File: config.mk
export PLATFORM = sky130hd
export DESIGN_NAME = ccw_card_csc_irq_and_window_enable
export DESIGN_NICKNAME = d
export VERILOG_FILES = /design/src/rtl/ccw_pkg.sv /design/src/rtl/ccw_card_csc_irq_and_window_enable.sv /design/src/rtl/ccw_sync2.sv
export VERILOG_INCLUDE_DIRS = /design/src /design/src/rtl
export SDC_FILE = /design/constraint.sdc
export NUM_CORES = 1
export LEC_CHECK = 0
export ABC_AREA = 1
export BUFFER_PORTS_ARGS = -buffer_cell sky130_fd_sc_hd__buf_4
export CORE_AREA = 2 2 79 81
export DETAILED_ROUTE_END_ITERATION = 10
export DIE_AREA = 0 0 81 83
export GPL_ROUTABILITY_DRIVEN = 1
export PLACE_DENSITY = 0.73
export SYNTH_ARGS = -nofsm -noshare
export SYNTH_HDL_FRONTEND = slang
export SYNTH_HIERARCHICAL = 1
export SYNTH_SLANG_ARGS = --single-unit
File: constraint.sdc
create_clock -name i_clk_sys -period 1 [get_ports i_clk_sys]
set_input_delay 0.1 -clock i_clk_sys [delete_from_list [all_inputs] [get_ports i_clk_sys]]
set_output_delay 0.1 -clock i_clk_sys [all_outputs]
set_load 0.05 [all_outputs]
File: src/rtl/ccw_regs.svh
// Offsets, field positions, reset values and codes of the status-change and window enable registers
`ifndef CCW_REGS_SVH
`define CCW_REGS_SVH

`define CCW_OFS_IRQ_CONFIG      12'h805
`define CCW_OFS_WIN_ENABLE      12'h806
`define CCW_OFS_STATUS_CHANGE   12'h804
`define CCW_RST_IRQ_CONFIG      8'h00
`define CCW_RST_WIN_ENABLE      8'h00
`define CCW_ROUTE_HI            7
`define CCW_ROUTE_LO            4
`define CCW_BIT_DETECT          3
`define CCW_BIT_READY           2
`define CCW_BIT_BATWARN         1
`define CCW_BIT_BATDEAD         0
`define CCW_MASK_FIELD          8'h0f
`define CCW_WIN_RSVD_BIT        5
`define CCW_WIN_WR_MASK         8'hdf
`define CCW_CODE_NONE           4'h0
`define CCW_CODE_SMI            4'h2
`define CCW_IRQ_RSVD_MASK       16'h0005

`endif

File: src/rtl/ccw_pkg.sv
// Types shared by the status-change and window enable register block
package ccw_pkg;
    typedef logic [7:0]  ccw_byte_t;
    typedef logic [11:0] ccw_addr_t;
    typedef logic [15:0] ccw_irq_vec_t;
endpackage

File: src/rtl/ccw_card_csc_irq_and_window_enable.sv
// Status-change interrupt configuration and card window enable registers
//
// Function
// - Route code 0000 with diag bit 5 set: interrupts to PCI, legacy bit ignored.
// - Route code 0000 with diag bit 5 clear: no ISA IRQ; PCI only if legacy bit.
// - Codes 0001 IRQ1, 0010 SMI, 0011 IRQ3, 0100 IRQ4, 0110 IRQ6.
// - Detect mask set: any card-detect line change raises status change; resets 0.
// - Ready mask set: READY rising edge raises status change; resets 0.
// - Battery warn mask set: warning raises status change; resets 0.
// - Battery dead mask set: dead battery or STSCHG raises status change.
// - Mask bits clear on global reset only while wake enabled, else either reset.
// - Cycles to a window whose enable is 0 are never acknowledged.
// - After reset all windows are disabled and enable bits read 0.
// - Bit 7 enables I/O window 1, bit 6 enables I/O window 0.
// - Bits 4..0 enable memory windows 4..0.
// - Window enable bit 5 is reserved and reads 0.
// - Masked flags read 0; enabled sources set their flag when active.
// - Legacy PCI-route bit matters only with route code 0000 and diag bit 5 clear; set routes to PCI.
`timescale 1ns/10ps
`default_nettype none
`include "ccw_regs.svh"
module ccw_card_csc_irq_and_window_enable (
    // Clock and resets
    input  wire logic               i_clk_sys,
    input  wire logic               i_rst,
    input  wire logic               i_global_reset_in,
    input  wire logic               i_bus_reset_in,
    input  wire logic               i_pme_enable,
    // Register access
    input  wire logic               i_reg_wr,
    input  wire logic               i_reg_rd,
    input  wire ccw_pkg::ccw_addr_t i_reg_addr,
    input  wire ccw_pkg::ccw_byte_t i_reg_wdata,
    output ccw_pkg::ccw_byte_t      o_reg_rdata,
    output logic                    o_reg_rvalid,
    // Routing controls from other registers
    input  wire logic               i_diag_route_ctl,
    input  wire logic               i_legacy_pci_route_bit,
    input  wire logic               i_flag_clear_by_write,
    // Card status pins (asynchronous)
    input  wire logic [1:0]         i_card_detect_n,
    input  wire logic               i_card_ready,
    input  wire logic               i_battery_warn,
    input  wire logic               i_battery_dead_stschg,
    // Window decode from the address comparators
    input  wire logic [1:0]         i_io_window_hit,
    input  wire logic [4:0]         i_mem_window_hit,
    input  wire logic               i_cycle_req,
    output logic                    o_cycle_ack,
    // Status-change interrupt outputs
    output logic                    o_card_status_change_pci,
    output logic                    o_card_status_change_smi,
    output ccw_pkg::ccw_irq_vec_t   o_card_status_change_irq,
    output ccw_pkg::ccw_byte_t      o_window_enable
);
    import ccw_pkg::*;

    typedef struct packed {
        ccw_byte_t    cfg;
        ccw_byte_t    win;
        logic [3:0]   flags;
        logic [1:0]   cd_prev;
        logic         rdy_prev;
        ccw_byte_t    rdata;
        logic         rvalid;
        logic         ack;
        logic         pci;
        logic         smi;
        ccw_irq_vec_t irq;
    } ccw_state_s;

    ccw_state_s st_r;
    ccw_state_s st_nxt;
    logic [4:0] pin_s;
    logic       global_reset_in_s;
    logic       bus_reset_in_s;

    ccw_sync2 #(.W(5)) u_pins (
        .i_clk_sys (i_clk_sys),
        .i_rst     (i_rst),
        // Detect lines enter inverted so an empty socket matches the cleared history: no false change after reset
        .i_async   ({~i_card_detect_n, i_card_ready, i_battery_warn, i_battery_dead_stschg}),
        .o_sync    (pin_s)
    );

    ccw_sync2 #(.W(2)) u_rsts (
        .i_clk_sys (i_clk_sys),
        .i_rst     (i_rst),
        .i_async   ({i_global_reset_in, i_bus_reset_in}),
        .o_sync    ({global_reset_in_s, bus_reset_in_s})
    );

    // Decodes a route code other than 0000 and SMI into a one-hot IRQ vector
    function automatic ccw_irq_vec_t route_decode(input logic [3:0] code);
        ccw_irq_vec_t v;
        v = '0;
        if (code != `CCW_CODE_NONE && code != `CCW_CODE_SMI) begin
            v[code] = 1'b1;
        end
        return v & ~`CCW_IRQ_RSVD_MASK;
    endfunction

    // Any enabled window claims the cycle; shared by the acknowledge and its check
    function automatic logic window_hit(input logic [1:0] io, input logic [4:0] mem, input ccw_byte_t en);
        return |(io & en[7:6]) | |(mem & en[4:0]);
    endfunction

    logic [3:0] route_code;
    logic       any_flag;
    logic       ctx_clear;
    logic [3:0] evt;
    logic       hit_enabled;

    assign route_code = st_r.cfg[`CCW_ROUTE_HI:`CCW_ROUTE_LO];
    assign any_flag   = |st_r.flags;

    always_comb begin
        st_nxt = st_r;
        // Context bits survive a bus reset while wake is armed
        ctx_clear = global_reset_in_s | (bus_reset_in_s & ~i_pme_enable);
        evt[`CCW_BIT_DETECT]  = pin_s[4:3] != st_r.cd_prev;
        evt[`CCW_BIT_READY]   = pin_s[2] & ~st_r.rdy_prev;
        evt[`CCW_BIT_BATWARN] = pin_s[1];
        evt[`CCW_BIT_BATDEAD] = pin_s[0];
        st_nxt.cd_prev  = pin_s[4:3];
        st_nxt.rdy_prev = pin_s[2];
        st_nxt.rvalid   = i_reg_rd;
        st_nxt.rdata    = '0;
        if (i_reg_rd) begin
            case (i_reg_addr)
                `CCW_OFS_IRQ_CONFIG:    st_nxt.rdata = st_r.cfg;
                `CCW_OFS_WIN_ENABLE:    st_nxt.rdata = st_r.win & `CCW_WIN_WR_MASK;
                `CCW_OFS_STATUS_CHANGE: st_nxt.rdata = {4'h0, st_r.flags};
                default:                st_nxt.rdata = '0;
            endcase
        end
        // Flag clearing by read or by write-one, then sets win
        if (i_reg_rd && !i_flag_clear_by_write && i_reg_addr == `CCW_OFS_STATUS_CHANGE) begin
            st_nxt.flags = '0;
        end
        if (i_reg_wr && i_flag_clear_by_write && i_reg_addr == `CCW_OFS_STATUS_CHANGE) begin
            st_nxt.flags = st_r.flags & ~i_reg_wdata[3:0];
        end
        if (i_reg_wr && i_reg_addr == `CCW_OFS_IRQ_CONFIG) begin
            st_nxt.cfg = i_reg_wdata;
        end
        if (i_reg_wr && i_reg_addr == `CCW_OFS_WIN_ENABLE) begin
            st_nxt.win = i_reg_wdata & `CCW_WIN_WR_MASK;
        end
        if (ctx_clear) begin
            st_nxt.cfg = st_nxt.cfg & ~`CCW_MASK_FIELD;
        end
        st_nxt.flags = (st_nxt.flags | (evt & st_r.cfg[3:0])) & st_nxt.cfg[3:0];
        // Window acknowledge gated by the enables
        hit_enabled = window_hit(i_io_window_hit, i_mem_window_hit, st_r.win);
        st_nxt.ack  = i_cycle_req & hit_enabled;
        // Interrupt routing
        st_nxt.pci = 1'b0;
        st_nxt.smi = 1'b0;
        st_nxt.irq = '0;
        if (route_code == `CCW_CODE_NONE) begin
            st_nxt.pci = any_flag & (i_diag_route_ctl | i_legacy_pci_route_bit);
        end else if (route_code == `CCW_CODE_SMI) begin
            st_nxt.smi = any_flag;
        end else begin
            st_nxt.irq = any_flag ? route_decode(route_code) : '0;
        end
    end

    always_ff @(posedge i_clk_sys) begin
        if (i_rst) begin
            st_r     <= '0;
            st_r.cfg <= `CCW_RST_IRQ_CONFIG;
            st_r.win <= `CCW_RST_WIN_ENABLE;
        end else begin
            st_r <= st_nxt;
        end
    end

    assign o_reg_rdata              = st_r.rdata;
    assign o_reg_rvalid             = st_r.rvalid;
    assign o_cycle_ack              = st_r.ack;
    assign o_card_status_change_pci = st_r.pci;
    assign o_card_status_change_smi = st_r.smi;
    assign o_card_status_change_irq = st_r.irq;
    assign o_window_enable          = st_r.win;

    property p_ack_needs_enable;
        @(posedge i_clk_sys) disable iff (i_rst)
        o_cycle_ack |-> $past(window_hit(i_io_window_hit, i_mem_window_hit, st_r.win));
    endproperty
    a_ack_needs_enable: assert property (p_ack_needs_enable) else $error("ack to disabled window");

    property p_rsvd_zero;
        @(posedge i_clk_sys) disable iff (i_rst)
        o_window_enable[`CCW_WIN_RSVD_BIT] == 1'b0;
    endproperty
    a_rsvd_zero: assert property (p_rsvd_zero) else $error("reserved window bit set");

    property p_reset_disables;
        @(posedge i_clk_sys) i_rst |=> o_window_enable == 8'h00 && st_r.cfg == 8'h00;
    endproperty
    a_reset_disables: assert property (p_reset_disables) else $error("windows not disabled by reset");

    property p_masked_flag_zero;
        @(posedge i_clk_sys) disable iff (i_rst)
        (st_r.flags & ~st_r.cfg[3:0]) == 4'h0;
    endproperty
    a_masked_flag_zero: assert property (p_masked_flag_zero) else $error("masked flag set");

    property p_ready_rise;
        @(posedge i_clk_sys) disable iff (i_rst)
        (pin_s[2] && !st_r.rdy_prev && st_r.cfg[`CCW_BIT_READY] && st_nxt.cfg[`CCW_BIT_READY])
            |=> st_r.flags[`CCW_BIT_READY];
    endproperty
    a_ready_rise: assert property (p_ready_rise) else $error("ready rise lost");

    property p_detect_change;
        @(posedge i_clk_sys) disable iff (i_rst)
        (pin_s[4:3] != st_r.cd_prev && st_r.cfg[`CCW_BIT_DETECT] && st_nxt.cfg[`CCW_BIT_DETECT])
            |=> st_r.flags[`CCW_BIT_DETECT];
    endproperty
    a_detect_change: assert property (p_detect_change) else $error("detect change lost");

    property p_pme_keeps;
        @(posedge i_clk_sys) disable iff (i_rst)
        (bus_reset_in_s && !global_reset_in_s && i_pme_enable && !i_reg_wr) |=> st_r.cfg[3:0] == $past(st_r.cfg[3:0]);
    endproperty
    a_pme_keeps: assert property (p_pme_keeps) else $error("mask lost on bus reset");

    property p_global_reset_in_clears;
        @(posedge i_clk_sys) disable iff (i_rst)
        global_reset_in_s |=> st_r.cfg[3:0] == 4'h0;
    endproperty
    a_global_reset_in_clears: assert property (p_global_reset_in_clears) else $error("mask kept on global reset");

    property p_route_zero;
        @(posedge i_clk_sys) disable iff (i_rst)
        (route_code == 4'h0 && any_flag && i_diag_route_ctl) |=> o_card_status_change_pci && o_card_status_change_irq == 16'h0;
    endproperty
    a_route_zero: assert property (p_route_zero) else $error("default route not to PCI");

    property p_route_irq;
        @(posedge i_clk_sys) disable iff (i_rst)
        (route_code == 4'h3 && any_flag) |=> o_card_status_change_irq == 16'h0008 && !o_card_status_change_pci;
    endproperty
    a_route_irq: assert property (p_route_irq) else $error("code 3 not IRQ3");

    property p_route_smi;
        @(posedge i_clk_sys) disable iff (i_rst)
        (route_code == `CCW_CODE_SMI && any_flag)
            |=> o_card_status_change_smi && !o_card_status_change_pci && o_card_status_change_irq == 16'h0000;
    endproperty
    a_route_smi: assert property (p_route_smi) else $error("code 2 not SMI");

    property p_route_none;
        @(posedge i_clk_sys) disable iff (i_rst)
        (route_code == `CCW_CODE_NONE && any_flag && !i_diag_route_ctl && !i_legacy_pci_route_bit)
            |=> !o_card_status_change_pci && !o_card_status_change_smi && o_card_status_change_irq == 16'h0000;
    endproperty
    a_route_none: assert property (p_route_none) else $error("interrupt driven with no route");

    property p_legacy_route;
        @(posedge i_clk_sys) disable iff (i_rst)
        (route_code == `CCW_CODE_NONE && any_flag && !i_diag_route_ctl && i_legacy_pci_route_bit)
            |=> o_card_status_change_pci;
    endproperty
    a_legacy_route: assert property (p_legacy_route) else $error("legacy bit did not route to PCI");

    property p_route_other;
        @(posedge i_clk_sys) disable iff (i_rst)
        (route_code != `CCW_CODE_NONE && route_code != `CCW_CODE_SMI && any_flag)
            |=> $onehot(o_card_status_change_irq) && !o_card_status_change_pci && !o_card_status_change_smi;
    endproperty
    a_route_other: assert property (p_route_other) else $error("IRQ code not one-hot");

    property p_no_flag_quiet;
        @(posedge i_clk_sys) disable iff (i_rst)
        !any_flag
            |=> !o_card_status_change_pci && !o_card_status_change_smi && o_card_status_change_irq == 16'h0000;
    endproperty
    a_no_flag_quiet: assert property (p_no_flag_quiet) else $error("interrupt with no flag");

    property p_batwarn_set;
        @(posedge i_clk_sys) disable iff (i_rst)
        (pin_s[1] && st_r.cfg[`CCW_BIT_BATWARN] && st_nxt.cfg[`CCW_BIT_BATWARN])
            |=> st_r.flags[`CCW_BIT_BATWARN];
    endproperty
    a_batwarn_set: assert property (p_batwarn_set) else $error("battery warning lost");

    property p_batdead_set;
        @(posedge i_clk_sys) disable iff (i_rst)
        (pin_s[0] && st_r.cfg[`CCW_BIT_BATDEAD] && st_nxt.cfg[`CCW_BIT_BATDEAD])
            |=> st_r.flags[`CCW_BIT_BATDEAD];
    endproperty
    a_batdead_set: assert property (p_batdead_set) else $error("battery dead lost");

    property p_win_write;
        @(posedge i_clk_sys) disable iff (i_rst)
        (i_reg_wr && i_reg_addr == `CCW_OFS_WIN_ENABLE)
            |=> o_window_enable == ($past(i_reg_wdata) & `CCW_WIN_WR_MASK);
    endproperty
    a_win_write: assert property (p_win_write) else $error("window enable write lost");

    property p_win_read_rsvd;
        @(posedge i_clk_sys) disable iff (i_rst)
        (i_reg_rd && i_reg_addr == `CCW_OFS_WIN_ENABLE)
            |=> o_reg_rvalid && !o_reg_rdata[`CCW_WIN_RSVD_BIT];
    endproperty
    a_win_read_rsvd: assert property (p_win_read_rsvd) else $error("reserved bit read as one");

    property p_bus_reset_clears;
        @(posedge i_clk_sys) disable iff (i_rst)
        (bus_reset_in_s && !i_pme_enable) |=> st_r.cfg[3:0] == 4'h0;
    endproperty
    a_bus_reset_clears: assert property (p_bus_reset_clears) else $error("mask kept on bus reset");
endmodule
`default_nettype wire

File: src/rtl/ccw_sync2.sv
// Two-flop synchroniser for a group of card pins
`timescale 1ns/10ps
`default_nettype none
module ccw_sync2 #(
    parameter int W = 5
) (
    // Clock and reset
    input  wire logic         i_clk_sys,
    input  wire logic         i_rst,
    // Pins and their synchronised copy
    input  wire logic [W-1:0] i_async,
    output logic      [W-1:0] o_sync
);
    typedef struct packed {
        logic [W-1:0] meta;
        logic [W-1:0] sync;
    } ccw_sync_s;

    ccw_sync_s st_r;
    ccw_sync_s st_nxt;

    // Only the second stage is ever read outside
    always_comb begin
        st_nxt      = st_r;
        st_nxt.meta = i_async;
        st_nxt.sync = st_r.meta;
    end

    always_ff @(posedge i_clk_sys) begin
        if (i_rst) begin
            st_r <= '0;
        end else begin
            st_r <= st_nxt;
        end
    end

    assign o_sync = st_r.sync;
endmodule
`default_nettype wire

==> reports/metrics.csv <==
stage,metric,value,unit
layout,Layout area overhead,44.0,%
clock_tree,CTS max path bufs,2,
yosys,post-synthesis sequential area ratio,48.3,%
critical_path,WP data required,1280,ps
drt,met3 wire len,335,microns
sta,final setup margin,-91.3,ps
layout,"most common cell after layout, fill and taps aside",buf_4,
min_path,Worst Hold Class,primary input to flip-flop,
global_routing,grt ovf,0,
floorplanning,die width,81,microns
layout,sequential standard cell area,1260,sq um
pwr,maximum VDD drop,1240,uV
sta,shortest period the worst path allows,1090,ps
outcome,status,finished with violations,
clock_tree,CTS tree,built,
global_routing,largest net degree at the start of global routing,15,
global_routing,number of global-route vias before repair,2126,
critical_path,critical path class,flip-flop to flip-flop,
drt,starting DRC count in detailed routing,70,
drt,Pre-Repair DR Iteration Count,4,
yosys,Synth Cell Area,2570,sq um
sta,Final Hold Fails,0,
drt,Max Used Layer,met4,
floorplanning,core area,5820,sq um
layout,area of the multi-input gates,940,sq um
place,PortBufs,75,
place,routability cong.,0.810,
layout,fraction of layout instances using a drive strength above 1,36.0,%
sta,Final setup viols,12,
place,pre-CTS WS,-279,ps
pwr,Tot Pwr,5.55,mW
yosys,"FF+latch count, synth",62,
global_routing,first-pass GRT wire length,9070,microns
outcome,failing checks,negative setup slack,
floorplanning,Starting Density,44.1,%
sta,RSZ-0062 raised after global routing,yes,
sta,skew final,3.44,ps
place,detailed placement HPWL,4090,microns
clock_tree,Sink Count,62,
clock_tree,CTS Buf Count,9,
clock_tree,"Reg clk slew, reported paths",60,ps
drt,Residual DRC,0,
pwr,pwr dens,1500,nW/um^2
critical_path,cells along the critical path,"inv_2, nand4_1, nand2_2, a21oi_4, nand3_2, nor2_1",
global_routing,initial antenna violation count,0,
critical_path,CP Launch Type,flip-flop,
sta,hold_ws,32.0,ps
layout,# diodes,0,
clock_tree,htree depth,3,
critical_path,CP max stage cell,dfxtp_2,
yosys,library cells used by synthesis,25,
global_routing,overall routing resource usage,17.6,%
yosys,Ys Warns,6,
layout,Nets,469,
drt,Vias,2230,
layout,fin util,63.6,%
sta,total negative slack,-872,ps
critical_path,CP max stage delay,340,ps
critical_path,Worst setup EP type,flip-flop,
yosys,Post-Synthesis Cells,338,
drt,DR WL/cell,11.0,microns
floorplanning,Die Height,83,microns
floorplanning,I/O pin total,79,
layout,most frequent cells in the layout,"86 x buf_4, 66 x nor2_1, 51 x inv_1, 51 x dfxtp_1, 44 x nand2_1",
floorplanning,cell row count,28,
sta,max frequency,0.916,GHz
floorplanning,Die ar.,6720,sq um
critical_path,Worst Path Arrival,1370,ps
sta,final period utilization,109,%
drt,met2 routed WL,2940,microns
sta,max-slew violations,0,
drt,DRT Wirelength,5590,microns
pwr,leakage power,1.74,nW
clock_tree,Root Driver,clkbuf_8,
clock_tree,worst-skew pair later-pin latency,340,ps
yosys,syn_area_per_cell,7.60,sq um
flow_run,Max Cap Violations,0,
drt,Vias per Instance,4.41,
layout,fill count,505,
drt,wl on met1,2220,microns
critical_path,CP Max Fanout,4,
drt,Final ANT Viol Nets,0,
## worst max-delay path, delay by kind of cell (launching register included)
family	cells	cell delay, ps
buffers and inverters	1	40
and+or+nand+nor	4	480
AOI/OAI and AO/OA	1	170
DFF	1	340
## synth_stat cells
library cell,instances,area [sq um]
clkinv_2,1,5.00
nand4_1,10,62.6
inv_1,56,210
or2_1,1,6.26
nor3_4,1,16.3
nand2_4,1,11.3
nor2_4,3,33.8
dfxtp_1,62,1240
inv_2,1,3.75
buf_4,32,240
nand3_2,1,10.0
nor4_1,1,6.26
nand2_1,47,176
o21ai_0,10,50.1
nor2_1,70,263
nand3_1,13,65.1
nand2_2,3,18.8
a31oi_1,1,6.26
buf_6,2,22.5
buf_2,3,15.0
a21oi_1,14,70.1
conb_1,1,3.75
nor3_1,1,5.00
a211oi_1,1,7.51
xnor2_1,2,17.5
## power by group
part | leakage [nW] | switching, mW | internal, mW
registers | 0.509 | 0.0104 | 2.50
clock network | 0.126 | 0.929 | 1.72
logic | 1.10 | 0.185 | 0.209
total | 1.74 | 1.12 | 4.42
## cell families after synthesis
family | after synthesis | synth area share [%]
compound gates | 26 | 5.21
xor+xnor | 2 | 0.682
buf+inv | 95 | 19.3
flops | 62 | 48.3
other cells | 1 | 0.146
simple gates | 152 | 26.3
## routing by layer
metal	vias up	track usage, %
met4	0	7.70
li1	1169	-
met1	982	18.6
met5	-	0
met2	67	31.2
met3	12	5.76
## flip-flops by register name, indices dropped and copies added (netlist names), 2 cells and up
name and cells:
u_rsts/st_nxt 2, u_pins/o_sync 5, route_code 4, o_card_status_change_irq 14, u_pins/st_nxt 5, o_reg_rdata 8
u_rsts/o_sync 2, st_r 11, o_window_enable 7
## path summary, 6_finish.rpt
path,slack (ps),cells past startpoint,startpoint,to
worst max register to register,-90,6,st_r[33],o_card_status_change_irq[12]
worst min-delay path,30,3,i_reg_wdata[4],o_window_enable[4]
worst max-delay path,-90,6,st_r[33],o_card_status_change_irq[12]
worst min register to register,400,2,u_rsts/st_nxt[0],u_rsts/o_sync[0]
## per-stage QoR
step	instances	area, sq um
6_report	506	3700
5_1_grt	506	3700
4_1_cts	507	3650
3_5_place_dp	475	3160
3_3_place_gp	475	3160
2_1_floorplan	340	2620
## final cells by class
cell class                 count  share of cell area, %
sequential                    62                   34.1
multi-input combinational    183                   25.4
timing repair buffer         112                   25.1
inverter                      58                   6.23
clock buffer                  10                   3.72
clock inverter                 6                   2.94
tap                           75                   2.54
## what timing repair did
| item | 4_1_cts | 5_1_grt |
|---|---|---|
| buffers inserted | 1 | 0 |
| endpoints found under the hold margin | 15 | 0 |
| setup endpoints to repair | 24 | 28 |
| pin swaps | 7 | 3 |
| gates resized for setup | 28 | 16 |
| hold buffers | 15 | 0 |
No activity file was read; power rests on OpenSTA's default activity.
